[src/include/ghs_pkg.sv]
// Purpose: constants and types of the serial and pulse block
// Assumes: 250 MHz pclk; APB with 32-bit data; two serial ports
// Notes:   register offsets are byte addresses, one aligned word each
package ghs_pkg;

  // ==========================================================================
  // clock and timing
  localparam int unsigned CLK_HZ    = 250_000_000;
  localparam int unsigned CLK_MHZ   = 250;
  localparam int unsigned BAUD_BASE = 4800;
  localparam int unsigned PULSE_US  = 10;
  localparam int unsigned PULSE_CYC = PULSE_US * CLK_MHZ;
  localparam int unsigned DIV_W     = 17;
  localparam int unsigned NPORT     = 2;
  localparam int unsigned FIFO_D    = 8;

  // ==========================================================================
  // register map
  localparam logic [7:0] CFG1_OFF   = 8'h00;
  localparam logic [7:0] CFG2_OFF   = 8'h04;
  localparam logic [7:0] CMD_OFF    = 8'h08;
  localparam logic [7:0] STATUS_OFF = 8'h0c;
  localparam logic [7:0] DATA1_OFF  = 8'h10;
  localparam logic [7:0] DATA2_OFF  = 8'h14;
  localparam logic [7:0] NV1_OFF    = 8'h18;
  localparam logic [7:0] NV2_OFF    = 8'h1c;

  localparam int unsigned CMD_SAVE_BIT    = 0;
  localparam int unsigned CMD_FACTORY_BIT = 1;
  localparam int unsigned CMD_ASCII1_BIT  = 2;

  // ==========================================================================
  // field types
  typedef enum logic [1:0] {BAUD_4800, BAUD_9600, BAUD_19200, BAUD_38400} ghs_baud_t;
  typedef enum logic [1:0] {PAR_NONE, PAR_ODD, PAR_EVEN} ghs_par_t;
  typedef enum logic [2:0] {PROTO_OFF, PROTO_BINARY, PROTO_ASCII, PROTO_CORRECTION, PROTO_NMEA} ghs_proto_t;

  typedef struct packed {
    logic       auto_report;
    ghs_proto_t proto_out;
    ghs_proto_t proto_in;
    logic       stop2;
    ghs_par_t   parity;
    ghs_baud_t  baud;
  } ghs_cfg_t;

  typedef struct packed {
    logic       overrun;
    logic       frame_err;
    logic       parity_err;
    logic       valid;
    logic [7:0] data;
  } ghs_rx_t;

  localparam int unsigned CFG_W = $bits(ghs_cfg_t);
  localparam int unsigned RX_W  = $bits(ghs_rx_t);

  // ==========================================================================
  // reset values and ascii preset
  localparam ghs_cfg_t PORT1_FACTORY = '{auto_report: 1'b1, proto_out: PROTO_BINARY, proto_in: PROTO_BINARY,
                                         stop2: 1'b0, parity: PAR_ODD, baud: BAUD_9600};
  localparam ghs_cfg_t PORT2_FACTORY = '{auto_report: 1'b1, proto_out: PROTO_NMEA, proto_in: PROTO_CORRECTION,
                                         stop2: 1'b0, parity: PAR_NONE, baud: BAUD_4800};
  localparam ghs_cfg_t PORT1_ASCII   = '{auto_report: 1'b1, proto_out: PROTO_ASCII, proto_in: PROTO_ASCII,
                                         stop2: 1'b0, parity: PAR_ODD, baud: BAUD_4800};
  localparam ghs_rx_t  RX_RESET      = '{overrun: 1'b0, frame_err: 1'b0, parity_err: 1'b0, valid: 1'b0,
                                         data: 8'h00};

endpackage
[src/core/ghs_fifo.sv]
// Purpose: small fifo, valid/ready on both sides
// Assumes: single clock; DEPTH a power of two
// Notes:   storage in flip-flops; level shows current fill
`timescale 1ns/1ps
module ghs_fifo #(
  parameter int unsigned WIDTH = 8,
  parameter int unsigned DEPTH = 8
) (
  // clock and reset
  input  wire logic                         clk,
  input  wire logic                         rst_n,
  // fill side
  input  wire logic                         in_valid,
  input  wire logic [WIDTH-1:0]             in_data,
  output      logic                         in_ready,
  // drain side
  output      logic                         out_valid,
  output      logic [WIDTH-1:0]             out_data,
  input  wire logic                         out_ready,
  output      logic [$clog2(DEPTH+1)-1:0]   level
);

  localparam int unsigned AW = $clog2(DEPTH);

  logic [WIDTH-1:0] mem [DEPTH];
  logic [AW-1:0]    wr_idx;
  logic [AW-1:0]    rd_idx;
  logic             push;
  logic             pop;

  assign in_ready  = (level != ($clog2(DEPTH+1))'(DEPTH));
  assign out_valid = (level != '0);
  assign out_data  = mem[rd_idx];
  assign push      = in_valid & in_ready;
  assign pop       = out_valid & out_ready;

  always_ff @(posedge clk) begin
    if (push) begin
      mem[wr_idx] <= in_data;
    end
  end

  always_ff @(posedge clk or negedge rst_n) begin
    if (!rst_n) begin
      wr_idx <= '0;
      rd_idx <= '0;
      level  <= '0;
    end else begin
      if (push) begin
        wr_idx <= wr_idx + 1'b1;
      end
      if (pop) begin
        rd_idx <= rd_idx + 1'b1;
      end
      if (push && !pop) begin
        level <= level + 1'b1;
      end else if (pop && !push) begin
        level <= level - 1'b1;
      end
    end
  end

endmodule

[src/core/ghs_top.sv]
// Purpose: host serial ports and second pulse behind APB
// Assumes: pclk 250 MHz; utc_second_mark and fix_valid come from logic on pclk
// Notes:   live port settings model the battery-backed copy, nv_* the non-volatile copy
`timescale 1ns/1ps

// Summary of operation
// - second_pulse is high ten microseconds once every second
// - rising edge of second_pulse is realigned to each utc second mark
// - accuracy flag and realignment only while valid fixes are reported
// - serial lines are non-inverted logic levels, idle high
// - port settings are kept in a non-volatile copy that survives power loss; here presetn resets the nv copy to factory values
// - port 1 factory setting: binary protocol, 9600 baud, 8 odd 1
// - port 2 factory setting: correction in, nmea out, 4800 baud, 8 none 1
// - protocol, baud and parity of each port are set independently
// - runtime settings live in the battery copy; saved to non-volatile on command
// - ports serve commands straight after reset, no acquisition wait
// - binary reports go out automatically or only in reply to a query
// - ascii protocol defaults on port 1: 4800 baud, 8 odd 1
// - nmea is output only, never accepted as an input protocol
module ghs_top #(
  parameter int unsigned BIT_CYC_BASE = ghs_pkg::CLK_HZ / ghs_pkg::BAUD_BASE,
  parameter int unsigned SEC_CYC      = ghs_pkg::CLK_HZ
) (
  // clock and reset
  input  wire logic        pclk,
  input  wire logic        presetn,
  // apb slave
  input  wire logic        psel,
  input  wire logic        penable,
  input  wire logic        pwrite,
  input  wire logic [7:0]  paddr,
  input  wire logic [31:0] pwdata,
  output      logic [31:0] prdata,
  output      logic        pready,
  output      logic        pslverr,
  // navigation engine
  input  wire logic        utc_second_mark,
  input  wire logic        fix_valid,
  // pins
  input  wire logic [1:0]  serial_rx,
  output      logic [1:0]  serial_tx,
  output      logic        second_pulse
);

  localparam int unsigned SEC_W = $clog2(SEC_CYC + 1);
  localparam int unsigned LVL_W = $clog2(ghs_pkg::FIFO_D + 1);

  // ==========================================================================
  // bus phase decode
  logic setup;
  logic access;
  logic wr_access;
  logic rd_access;

  assign setup     = psel & ~penable;
  assign access    = psel & penable & pready;
  assign wr_access = access & pwrite;
  assign rd_access = access & ~pwrite;

  // ==========================================================================
  // commands
  logic cmd_wr;
  logic cmd_save;
  logic cmd_factory;
  logic cmd_ascii1;
  logic boot_load;

  assign cmd_wr      = wr_access && (paddr == ghs_pkg::CMD_OFF);
  assign cmd_save    = cmd_wr & pwdata[ghs_pkg::CMD_SAVE_BIT];
  assign cmd_factory = cmd_wr & pwdata[ghs_pkg::CMD_FACTORY_BIT];
  assign cmd_ascii1  = cmd_wr & pwdata[ghs_pkg::CMD_ASCII1_BIT];

  // reload live copy from the nv copy after reset
  always_ff @(posedge pclk or negedge presetn) begin
    if (!presetn) begin
      boot_load <= 1'b1;
    end else begin
      boot_load <= 1'b0;
    end
  end

  // ==========================================================================
  // per-port state seen by the register decode
  ghs_pkg::ghs_cfg_t live_cfg [ghs_pkg::NPORT];
  ghs_pkg::ghs_cfg_t nv_cfg   [ghs_pkg::NPORT];
  ghs_pkg::ghs_rx_t  rx_hold  [ghs_pkg::NPORT];
  logic [1:0]        fifo_full;
  logic [1:0]        fifo_empty;
  logic [1:0]        armed_q;

  genvar p;
  generate
    for (p = 0; p < ghs_pkg::NPORT; p++) begin : g_port
      localparam ghs_pkg::ghs_cfg_t FACTORY  = (p == 0) ? ghs_pkg::PORT1_FACTORY : ghs_pkg::PORT2_FACTORY;
      localparam logic [7:0]        CFG_OFF  = (p == 0) ? ghs_pkg::CFG1_OFF : ghs_pkg::CFG2_OFF;
      localparam logic [7:0]        DATA_OFF = (p == 0) ? ghs_pkg::DATA1_OFF : ghs_pkg::DATA2_OFF;

      ghs_pkg::ghs_cfg_t         cfg;
      ghs_pkg::ghs_cfg_t         nv;
      ghs_pkg::ghs_cfg_t         wcfg;
      ghs_pkg::ghs_cfg_t         next_cfg;
      ghs_pkg::ghs_rx_t          hold;
      logic                      cfg_wr;
      logic                      data_wr;
      logic                      data_rd;
      logic                      armed;
      logic                      tx_go;
      logic                      rx_en;
      logic                      rx_stb;
      logic [7:0]                rx_byte;
      logic                      rx_perr;
      logic                      rx_ferr;
      logic                      in_ready;
      logic                      out_valid;
      logic [7:0]                out_data;
      logic                      out_ready;
      logic                      uart_ready;
      logic [LVL_W-1:0]          level;
      logic [ghs_pkg::DIV_W-1:0] bit_cyc;

      assign cfg_wr  = wr_access && (paddr == CFG_OFF);
      assign data_wr = wr_access && (paddr == DATA_OFF) && in_ready;
      // only a read that showed a byte pops it;
      // a later arrival waits for the next read
      assign data_rd = rd_access && (paddr == DATA_OFF) && prdata[8];
      assign wcfg    = ghs_pkg::ghs_cfg_t'(pwdata[ghs_pkg::CFG_W-1:0]);
      assign rx_en   = (cfg.proto_in != ghs_pkg::PROTO_OFF);
      assign tx_go   = (cfg.proto_out != ghs_pkg::PROTO_OFF) && (cfg.auto_report || armed);
      assign bit_cyc = (ghs_pkg::DIV_W)'(BIT_CYC_BASE) >> cfg.baud;

      // illegal or refused codes leave the old field in place
      always_comb begin
        next_cfg = wcfg;
        if (wcfg.proto_in >= ghs_pkg::PROTO_NMEA) begin
          next_cfg.proto_in = cfg.proto_in;
        end
        if (wcfg.proto_out == ghs_pkg::PROTO_CORRECTION || wcfg.proto_out > ghs_pkg::PROTO_NMEA) begin
          next_cfg.proto_out = cfg.proto_out;
        end
        if (wcfg.parity > ghs_pkg::PAR_EVEN) begin
          next_cfg.parity = cfg.parity;
        end
      end

      // battery-backed live settings
      always_ff @(posedge pclk or negedge presetn) begin
        if (!presetn) begin
          cfg <= FACTORY;
        end else if (boot_load) begin
          cfg <= nv;
        end else if (cmd_factory) begin
          cfg <= FACTORY;
        end else if (p == 0 && cmd_ascii1) begin
          cfg <= ghs_pkg::PORT1_ASCII;
        end else if (cfg_wr) begin
          cfg <= next_cfg;
        end
      end

      // nv copy changes only on save or factory restore
      always_ff @(posedge pclk or negedge presetn) begin
        if (!presetn) begin
          nv <= FACTORY;
        end else if (cmd_factory) begin
          nv <= FACTORY;
        end else if (cmd_save) begin
          nv <= cfg;
        end
      end

      // receive holder; arrival wins over a read
      always_ff @(posedge pclk or negedge presetn) begin
        if (!presetn) begin
          hold <= ghs_pkg::RX_RESET;
        end else if (rx_stb && rx_en) begin
          hold.data       <= rx_byte;
          hold.valid      <= 1'b1;
          hold.parity_err <= rx_perr;
          hold.frame_err  <= rx_ferr;
          hold.overrun    <= hold.overrun | (hold.valid & ~data_rd);
        end else if (data_rd) begin
          hold <= ghs_pkg::RX_RESET;
        end
      end

      // query mode: a received character releases replies
      always_ff @(posedge pclk or negedge presetn) begin
        if (!presetn) begin
          armed <= 1'b0;
        end else if (rx_stb && rx_en) begin
          armed <= 1'b1;
        end else if (out_valid && out_ready && level == (LVL_W)'(1)) begin
          armed <= 1'b0;
        end
      end

      assign out_ready = uart_ready & tx_go;

      ghs_fifo #(
        .WIDTH (8),
        .DEPTH (ghs_pkg::FIFO_D)
      ) u_fifo (
        .clk       (pclk),
        .rst_n     (presetn),
        .in_valid  (data_wr),
        .in_data   (pwdata[7:0]),
        .in_ready  (in_ready),
        .out_valid (out_valid),
        .out_data  (out_data),
        .out_ready (out_ready),
        .level     (level)
      );

      ghs_uart u_uart (
        .clk      (pclk),
        .rst_n    (presetn),
        .bit_cyc  (bit_cyc),
        .parity   (cfg.parity),
        .stop2    (cfg.stop2),
        .tx_valid (out_valid & tx_go),
        .tx_data  (out_data),
        .tx_ready (uart_ready),
        .rx_valid (rx_stb),
        .rx_data  (rx_byte),
        .rx_perr  (rx_perr),
        .rx_ferr  (rx_ferr),
        .rx_pin   (serial_rx[p]),
        .tx_pin   (serial_tx[p])
      );

      assign live_cfg[p]   = cfg;
      assign nv_cfg[p]     = nv;
      assign rx_hold[p]    = hold;
      assign fifo_full[p]  = ~in_ready;
      assign fifo_empty[p] = ~out_valid;
      assign armed_q[p]    = armed;
    end
  endgenerate

  // ==========================================================================
  // second pulse
  logic [SEC_W-1:0] sec_cnt;
  logic [SEC_W-1:0] next_sec_cnt;
  logic             accurate;

  always_comb begin
    if (utc_second_mark && fix_valid) begin
      next_sec_cnt = '0;
    end else if (sec_cnt == (SEC_W)'(SEC_CYC - 1)) begin
      next_sec_cnt = '0;
    end else begin
      next_sec_cnt = sec_cnt + 1'b1;
    end
  end

  always_ff @(posedge pclk or negedge presetn) begin
    if (!presetn) begin
      sec_cnt <= (SEC_W)'(SEC_CYC - 1);
    end else begin
      sec_cnt <= next_sec_cnt;
    end
  end

  // host must time from the rising edge; the fall is just the width count
  always_ff @(posedge pclk or negedge presetn) begin
    if (!presetn) begin
      second_pulse <= 1'b0;
    end else begin
      second_pulse <= (next_sec_cnt < (SEC_W)'(ghs_pkg::PULSE_CYC));
    end
  end

  always_ff @(posedge pclk or negedge presetn) begin
    if (!presetn) begin
      accurate <= 1'b0;
    end else begin
      accurate <= fix_valid;
    end
  end

  // ==========================================================================
  // register read and error decode, taken in the setup cycle
  logic [31:0] next_prdata;
  logic        next_err;
  logic        sel_port;

  assign sel_port = paddr[2];

  always_comb begin
    next_prdata = '0;
    next_err    = 1'b0;
    unique case (paddr)
      ghs_pkg::CFG1_OFF, ghs_pkg::CFG2_OFF: begin
        next_prdata = 32'(live_cfg[sel_port]);
      end
      ghs_pkg::CMD_OFF: begin
        next_prdata = '0;
      end
      ghs_pkg::STATUS_OFF: begin
        next_prdata = {22'h0, armed_q, rx_hold[1].valid, rx_hold[0].valid, fifo_empty, fifo_full,
                       second_pulse, accurate};
      end
      ghs_pkg::DATA1_OFF, ghs_pkg::DATA2_OFF: begin
        next_prdata = 32'(rx_hold[sel_port]);
        // a write into a full transmit buffer is refused
        next_err    = pwrite & fifo_full[sel_port];
      end
      ghs_pkg::NV1_OFF, ghs_pkg::NV2_OFF: begin
        next_prdata = 32'(nv_cfg[sel_port]);
      end
      default: begin
        next_err = 1'b1;
      end
    endcase
  end

  always_ff @(posedge pclk or negedge presetn) begin
    if (!presetn) begin
      pready  <= 1'b0;
      prdata  <= '0;
      pslverr <= 1'b0;
    end else begin
      pready <= setup;
      if (setup) begin
        prdata  <= next_prdata;
        pslverr <= next_err;
      end
    end
  end

endmodule

[src/core/ghs_uart.sv]
// Purpose: one serial port, 8 data bits
// Assumes: bit_cyc stable for a whole frame; rx_pin asynchronous to clk
// Notes:   frame settings are taken at the start of each character
`timescale 1ns/1ps
module ghs_uart (
  // clock and reset
  input  wire logic                     clk,
  input  wire logic                     rst_n,
  // frame settings
  input  wire logic [ghs_pkg::DIV_W-1:0] bit_cyc,
  input  wire ghs_pkg::ghs_par_t        parity,
  input  wire logic                     stop2,
  // transmit stream
  input  wire logic                     tx_valid,
  input  wire logic [7:0]               tx_data,
  output      logic                     tx_ready,
  // receive result
  output      logic                     rx_valid,
  output      logic [7:0]               rx_data,
  output      logic                     rx_perr,
  output      logic                     rx_ferr,
  // pins
  input  wire logic                     rx_pin,
  output      logic                     tx_pin
);

  // ==========================================================================
  // transmitter
  logic                      tx_busy;
  logic [10:0]               tx_shift;
  logic [3:0]                tx_left;
  logic [ghs_pkg::DIV_W-1:0] tx_cnt;
  logic                      has_par;
  logic                      par_bit;

  assign has_par  = (parity != ghs_pkg::PAR_NONE);
  assign par_bit  = (parity == ghs_pkg::PAR_ODD) ? ~^tx_data : ^tx_data;
  assign tx_ready = ~tx_busy;

  always_ff @(posedge clk or negedge rst_n) begin
    if (!rst_n) begin
      tx_busy  <= 1'b0;
      tx_shift <= '1;
      tx_left  <= '0;
      tx_cnt   <= '0;
      tx_pin   <= 1'b1;
    end else if (!tx_busy) begin
      if (tx_valid) begin
        tx_busy  <= 1'b1;
        tx_pin   <= 1'b0;
        tx_shift <= has_par ? {2'b11, par_bit, tx_data} : {3'b111, tx_data};
        tx_left  <= 4'd9 + {3'b000, has_par} + {3'b000, stop2};
        tx_cnt   <= bit_cyc - 1'b1;
      end
    end else if (tx_cnt != '0) begin
      tx_cnt <= tx_cnt - 1'b1;
    end else if (tx_left != '0) begin
      tx_pin   <= tx_shift[0];
      tx_shift <= {1'b1, tx_shift[10:1]};
      tx_left  <= tx_left - 1'b1;
      tx_cnt   <= bit_cyc - 1'b1;
    end else begin
      tx_busy <= 1'b0;
    end
  end

  // ==========================================================================
  // receiver: sample near the middle of each bit
  logic                      rx_s1;
  logic                      rx_s2;
  logic                      rx_busy;
  logic                      rx_par;
  ghs_pkg::ghs_par_t         rx_kind;
  logic [10:0]               rx_shift;
  logic [3:0]                rx_left;
  logic [ghs_pkg::DIV_W-1:0] rx_cnt;
  logic [10:0]               next_shift;
  logic [10:0]               frame;
  logic                      exp_par;

  always_ff @(posedge clk or negedge rst_n) begin
    if (!rst_n) begin
      rx_s1 <= 1'b1;
      rx_s2 <= 1'b1;
    end else begin
      rx_s1 <= rx_pin;
      rx_s2 <= rx_s1;
    end
  end

  always_comb begin
    next_shift = {rx_s2, rx_shift[10:1]};
    frame      = rx_par ? next_shift : {1'b0, next_shift[10:1]};
    exp_par    = (rx_kind == ghs_pkg::PAR_ODD) ? ~^frame[8:1] : ^frame[8:1];
  end

  always_ff @(posedge clk or negedge rst_n) begin
    if (!rst_n) begin
      rx_busy  <= 1'b0;
      rx_par   <= 1'b0;
      rx_kind  <= ghs_pkg::PAR_NONE;
      rx_shift <= '0;
      rx_left  <= '0;
      rx_cnt   <= '0;
      rx_valid <= 1'b0;
      rx_data  <= '0;
      rx_perr  <= 1'b0;
      rx_ferr  <= 1'b0;
    end else begin
      rx_valid <= 1'b0;
      if (!rx_busy) begin
        if (!rx_s2) begin
          rx_busy  <= 1'b1;
          rx_par   <= has_par;
          rx_kind  <= parity;
          rx_shift <= '0;
          rx_left  <= 4'd10 + {3'b000, has_par};
          rx_cnt   <= bit_cyc >> 1;
        end
      end else if (rx_cnt != '0) begin
        rx_cnt <= rx_cnt - 1'b1;
      end else begin
        rx_shift <= next_shift;
        rx_left  <= rx_left - 1'b1;
        rx_cnt   <= bit_cyc - 1'b1;
        if (rx_left == 4'd1) begin
          rx_busy  <= 1'b0;
          rx_valid <= 1'b1;
          rx_data  <= frame[8:1];
          rx_perr  <= rx_par & (frame[9] != exp_par);
          rx_ferr  <= frame[0] | ~(rx_par ? frame[10] : frame[9]);
        end
      end
    end
  end

endmodule

[config.mk]
export PLATFORM = sky130hd
export DESIGN_NAME = ghs_top
export DESIGN_NICKNAME = d
export VERILOG_FILES = /design/src/include/ghs_pkg.sv /design/src/core/ghs_fifo.sv /design/src/core/ghs_top.sv /design/src/core/ghs_uart.sv
export SDC_FILE = /design/constraint.sdc
export NUM_CORES = 1
export LEC_CHECK = 0
export BUFFER_PORTS_ARGS = -buffer_cell sky130_fd_sc_hd__buf_2
export CAP_MARGIN = 20
export CORE_MARGIN = 2
export CORE_UTILIZATION = 25
export CTS_CLUSTER_DIAMETER = 80
export DETAILED_ROUTE_END_ITERATION = 8
export PLACE_DENSITY_LB_ADDON = 0.08
export SYNTH_ARGS = -nofsm -noshare
export SYNTH_HDL_FRONTEND = slang
export SYNTH_SLANG_ARGS = --single-unit
[constraint.sdc]
create_clock -name pclk -period 4.15 [get_ports pclk]
set_input_delay 0.415 -clock pclk [delete_from_list [all_inputs] [get_ports pclk]]
set_output_delay 0.415 -clock pclk [all_outputs]
set_load 0.02 [all_outputs]
==> impl_metrics.toml <==
[outcome]
status = "finished clean"

[place]
io_buffers = 45
place.gp.congestion = 0.7410
placed_cells = 3124
dp_hpwl_microns = 40670

[timing]
finalMaxSlewViolations = 0
period_needed_ns = 3.170
hold_viol = 0
finalSetupTns_ns = 0
tightest_slew_ns = 0.9688
fmax_ghz = 0.3155
relSlewSlack_pct = 35.18
period_share_pct = 76.38
finClkSkew_ns = 0.02229
rsz0062_at_grt = "false"
setup_viol = 0

[final_layout]
area_growth_pct = 16.84
regArea_sq_mm = 0.01140
multiInputGateArea_sq_mm = 0.008955
fill_cells = 8626
drive_above_1_share_pct = 15.59
fin_cells = 3231
layout.nets = 2142
diodes = 0
final_util_pct = 29.48

[yosys]
yosys-top-cells-count = "250 x nand2_1, 237 x dfrtp_1, 173 x nor2_1"
yosysTopAreaCellShare_pct = 28.09
ys_top_cells_by_area = "dfrtp_1 28%, edfxtp_1 18%, dfstp_2 7.7%"
netlist_area_sq_mm = 0.02111
yosys.area.top_type = "dfrtp_1"
ys_ff_latch = 427
yosysWarnings = 0
async_flop_share_pct = 70.02
syn_inst = 2002
synth_seq_area_share_pct = 54.01
synth_edf_count = 128
synth_area_per_cell_sq_um = 10.55
synth-main-ff-cell = "dfrtp_1"
synth.most_common_cell = "nand2_1"
yosysUniqueCellTypes = 81

[die]
start_util_pct = 25.23
fp.coreArea_sq_mm = 0.08369
die_h_microns = 294.6
die_area_sq_mm = 0.08680
die_w_microns = 294.6
io-pin-count = 86
rows = 106

[route]
via_per_inst = 4.669
first_pass_iters = 5
drt_iter0_drc = 969
vias = 15085
drc = 0
post_drt_wl_per_cell_microns = 18.62
routed_wl_microns = 60170
postRouteAntennaNets = 0

[power_and_ir_drop]
p_leak_uw = 0.009791
p_per_area_mw_per_mm2 = 509.6
vdd_drop_max_uv = 345.2

[grt]
grt_pass1_vias = 15108
grt_max_degree = 85
grt_usage_pct = 14.01
overflow = 0
grt_antenna_before_repair = 4
grt_pass1_wl_microns = 94620

[clock_tree]
cts_resized = 0
cts_sinks = 427
cts.reportedPaths.clkPinSlew_ns = 0.06
clkLatencyLatePin_ns = 0.60
cts_htree_levels = 2
cts_root_buf = "clkbuf_16"
cts_buffer_depth = 3
cts_inserted_buffers = 54
cts_tree = "built"

[worst_setup_path]
reg2reg_from = "g_port[1].u_uart.rx_cnt[0]"
r2r_end = "g_port[1].u_uart.rx_ferr"
r2r_cells = 11
cp_max_fo = 23
path_class = "reg2reg"
cp.arrival_ns = 3.66
worst_setup_path_start_kind = "flop"
critPathCaptureType = "flop"
r2r_slack_ns = 0.98
crit_required_ns = 4.64
critPathLaunch = "g_port[1].u_uart.rx_cnt[0]"
crit_end = "g_port[1].u_uart.rx_ferr"

[flow_run]
max_cap_viol_count = 0

[worst_hold_path]
hold_class = "in2reg"
-- layout by cell type, fill, tap and decap left out, types with 16 or more instances in the layout --
cell | netlist | final
nor2_1 | 173 | 173
a221oi_1 | 16 | 16
buf_4 | 24 | 54
a22o_1 | 20 | 20
ha_1 | 41 | 41
conb_1 | 1 | 21
o211ai_1 | 19 | 19
o21ai_0 | 137 | 137
nand2b_1 | 21 | 21
xnor2_1 | 61 | 61
nand3_1 | 50 | 50
xor2_1 | 35 | 35
mux2i_1 | 80 | 80
dfstp_2 | 62 | 62
inv_1 | 61 | 61
a21oi_1 | 112 | 112
mux4_2 | 16 | 16
buf_2 | 15 | 44
clkbuf_16 | 0 | 57
mux2_2 | 24 | 24
edfxtp_1 | 128 | 128
dfrtp_1 | 237 | 237
nor3_1 | 44 | 44
o22ai_1 | 33 | 33
nor4_1 | 19 | 18
nand2_1 | 250 | 250
-- flip-flops by register name, indices dropped and copies added (netlist names), 4 cells and up --
signal and flops:
g_port.u_uart.rx_cnt 34, g_port.nv 24, g_port.u_fifo.level 8, g_port.hold 24, g_port.u_fifo.wr_idx 6, g_port.u_fifo.rd_idx 6
g_port.cfg 24, g_port.u_uart.rx_left 8, g_port.u_uart.tx_left 8, g_port.u_uart.tx_cnt 34, prdata 12, g_port.u_uart.rx_kind 4
g_port.u_uart.rx_shift 20, g_port.u_uart.rx_data 16, sec_cnt 28, g_port.u_uart.tx_shift 18, g_port.u_fifo.mem 128
-- cells by family (layout without fill, tap and decap cells) --
logic type               after synthesis  in the layout  share of synthesized area, %
XOR/XNOR                              96             96                         3.982
AO/OA/AOI/OAI                        466            466                         14.09
adder cells (fa/ha/maj)               42             42                         2.477
other                                  1             21                       0.01776
flip-flops                           427            427                         54.01
buffers and inverters                196            271                         4.036
multiplexers                         120            120                         6.779
AND/OR/NAND/NOR                      654            654                         14.61
-- cell type report --
cell class                 instances  share of cell area, %
clock buffer                      80                  6.619
timing repair buffer             108                  3.084
clock inverter                    21                  1.075
tap                             1134                  5.752
multi-input combinational       1399                  36.30
sequential                       427                  46.23
inverter                          62                 0.9434
-- worst max-delay path: stages (launching register included) --
cell and delay, ns:
dfrtp_1 0.40, inv_1 0.07, ha_1 0.19, nor4b_4 0.27
nand3_1 0.21, or4_4 0.49, nor3_2 0.17, buf_4 0.29
and2_1 0.42, nand3_1 0.13, buf_4 0.22, a21o_1 0.19
-- layer usage --
metal / track usage (%) / wire [microns]
met1: 19.61 / 29090
met2: 22.69 / 28070
met3: 2.232 / 1917
met4: 3.111 / 1045
met5: 0 / 44
-- how the worst min path moves through the flow --
stage | start | to | slack (ns) | cells after the start
6_report | pwdata[10] | g_port[1].cfg[10] | 0.16 | 3
3_3_place_gp | g_port[1].u_uart.rx_s1 | g_port[1].u_uart.rx_s2 | 0.35 | 0
3_5_place_dp | g_port[1].u_uart.rx_s1 | g_port[1].u_uart.rx_s2 | 0.35 | 0
2_1_floorplan | presetn | accurate | 0.12 | 0
4_1_cts | pwdata[10] | g_port[1].cfg[10] | 0.1 | 3
5_1_grt | pwrite | pslverr | 0.14 | 3
-- metrics by stage --
| stage | hold WS [ns] | total power, uW | cell area [sq um] | setup WS (ns) |
|---|---|---|---|---|
| after floorplan | 0.1194 | 6957 | 21190 | 1.089 |
| after global placement | 0.3477 | 7687 | 22710 | 0.5844 |
| after detailed placement | 0.3485 | 7707 | 22710 | 0.6240 |
| after CTS | 0.09964 | 12850 | 24670 | 0.9352 |
| after global routing | 0.1393 | 13320 | 24670 | 0.6334 |
| final | 0.1634 | 12570 | 24670 | 0.9803 |
-- repair_timing --
| item | in CTS | in global routing |
|---|---|---|
| hold endpoints to repair | 62 | 0 |
| setup buffers | 0 | 0 |
| hold buffers | 6 | 0 |
-- where the power goes --
part,switching [uW],internal [uW]
clock network,1900,3090
logic,1280,1020
registers,472,4810
Power figures use the tool's default switching activity.
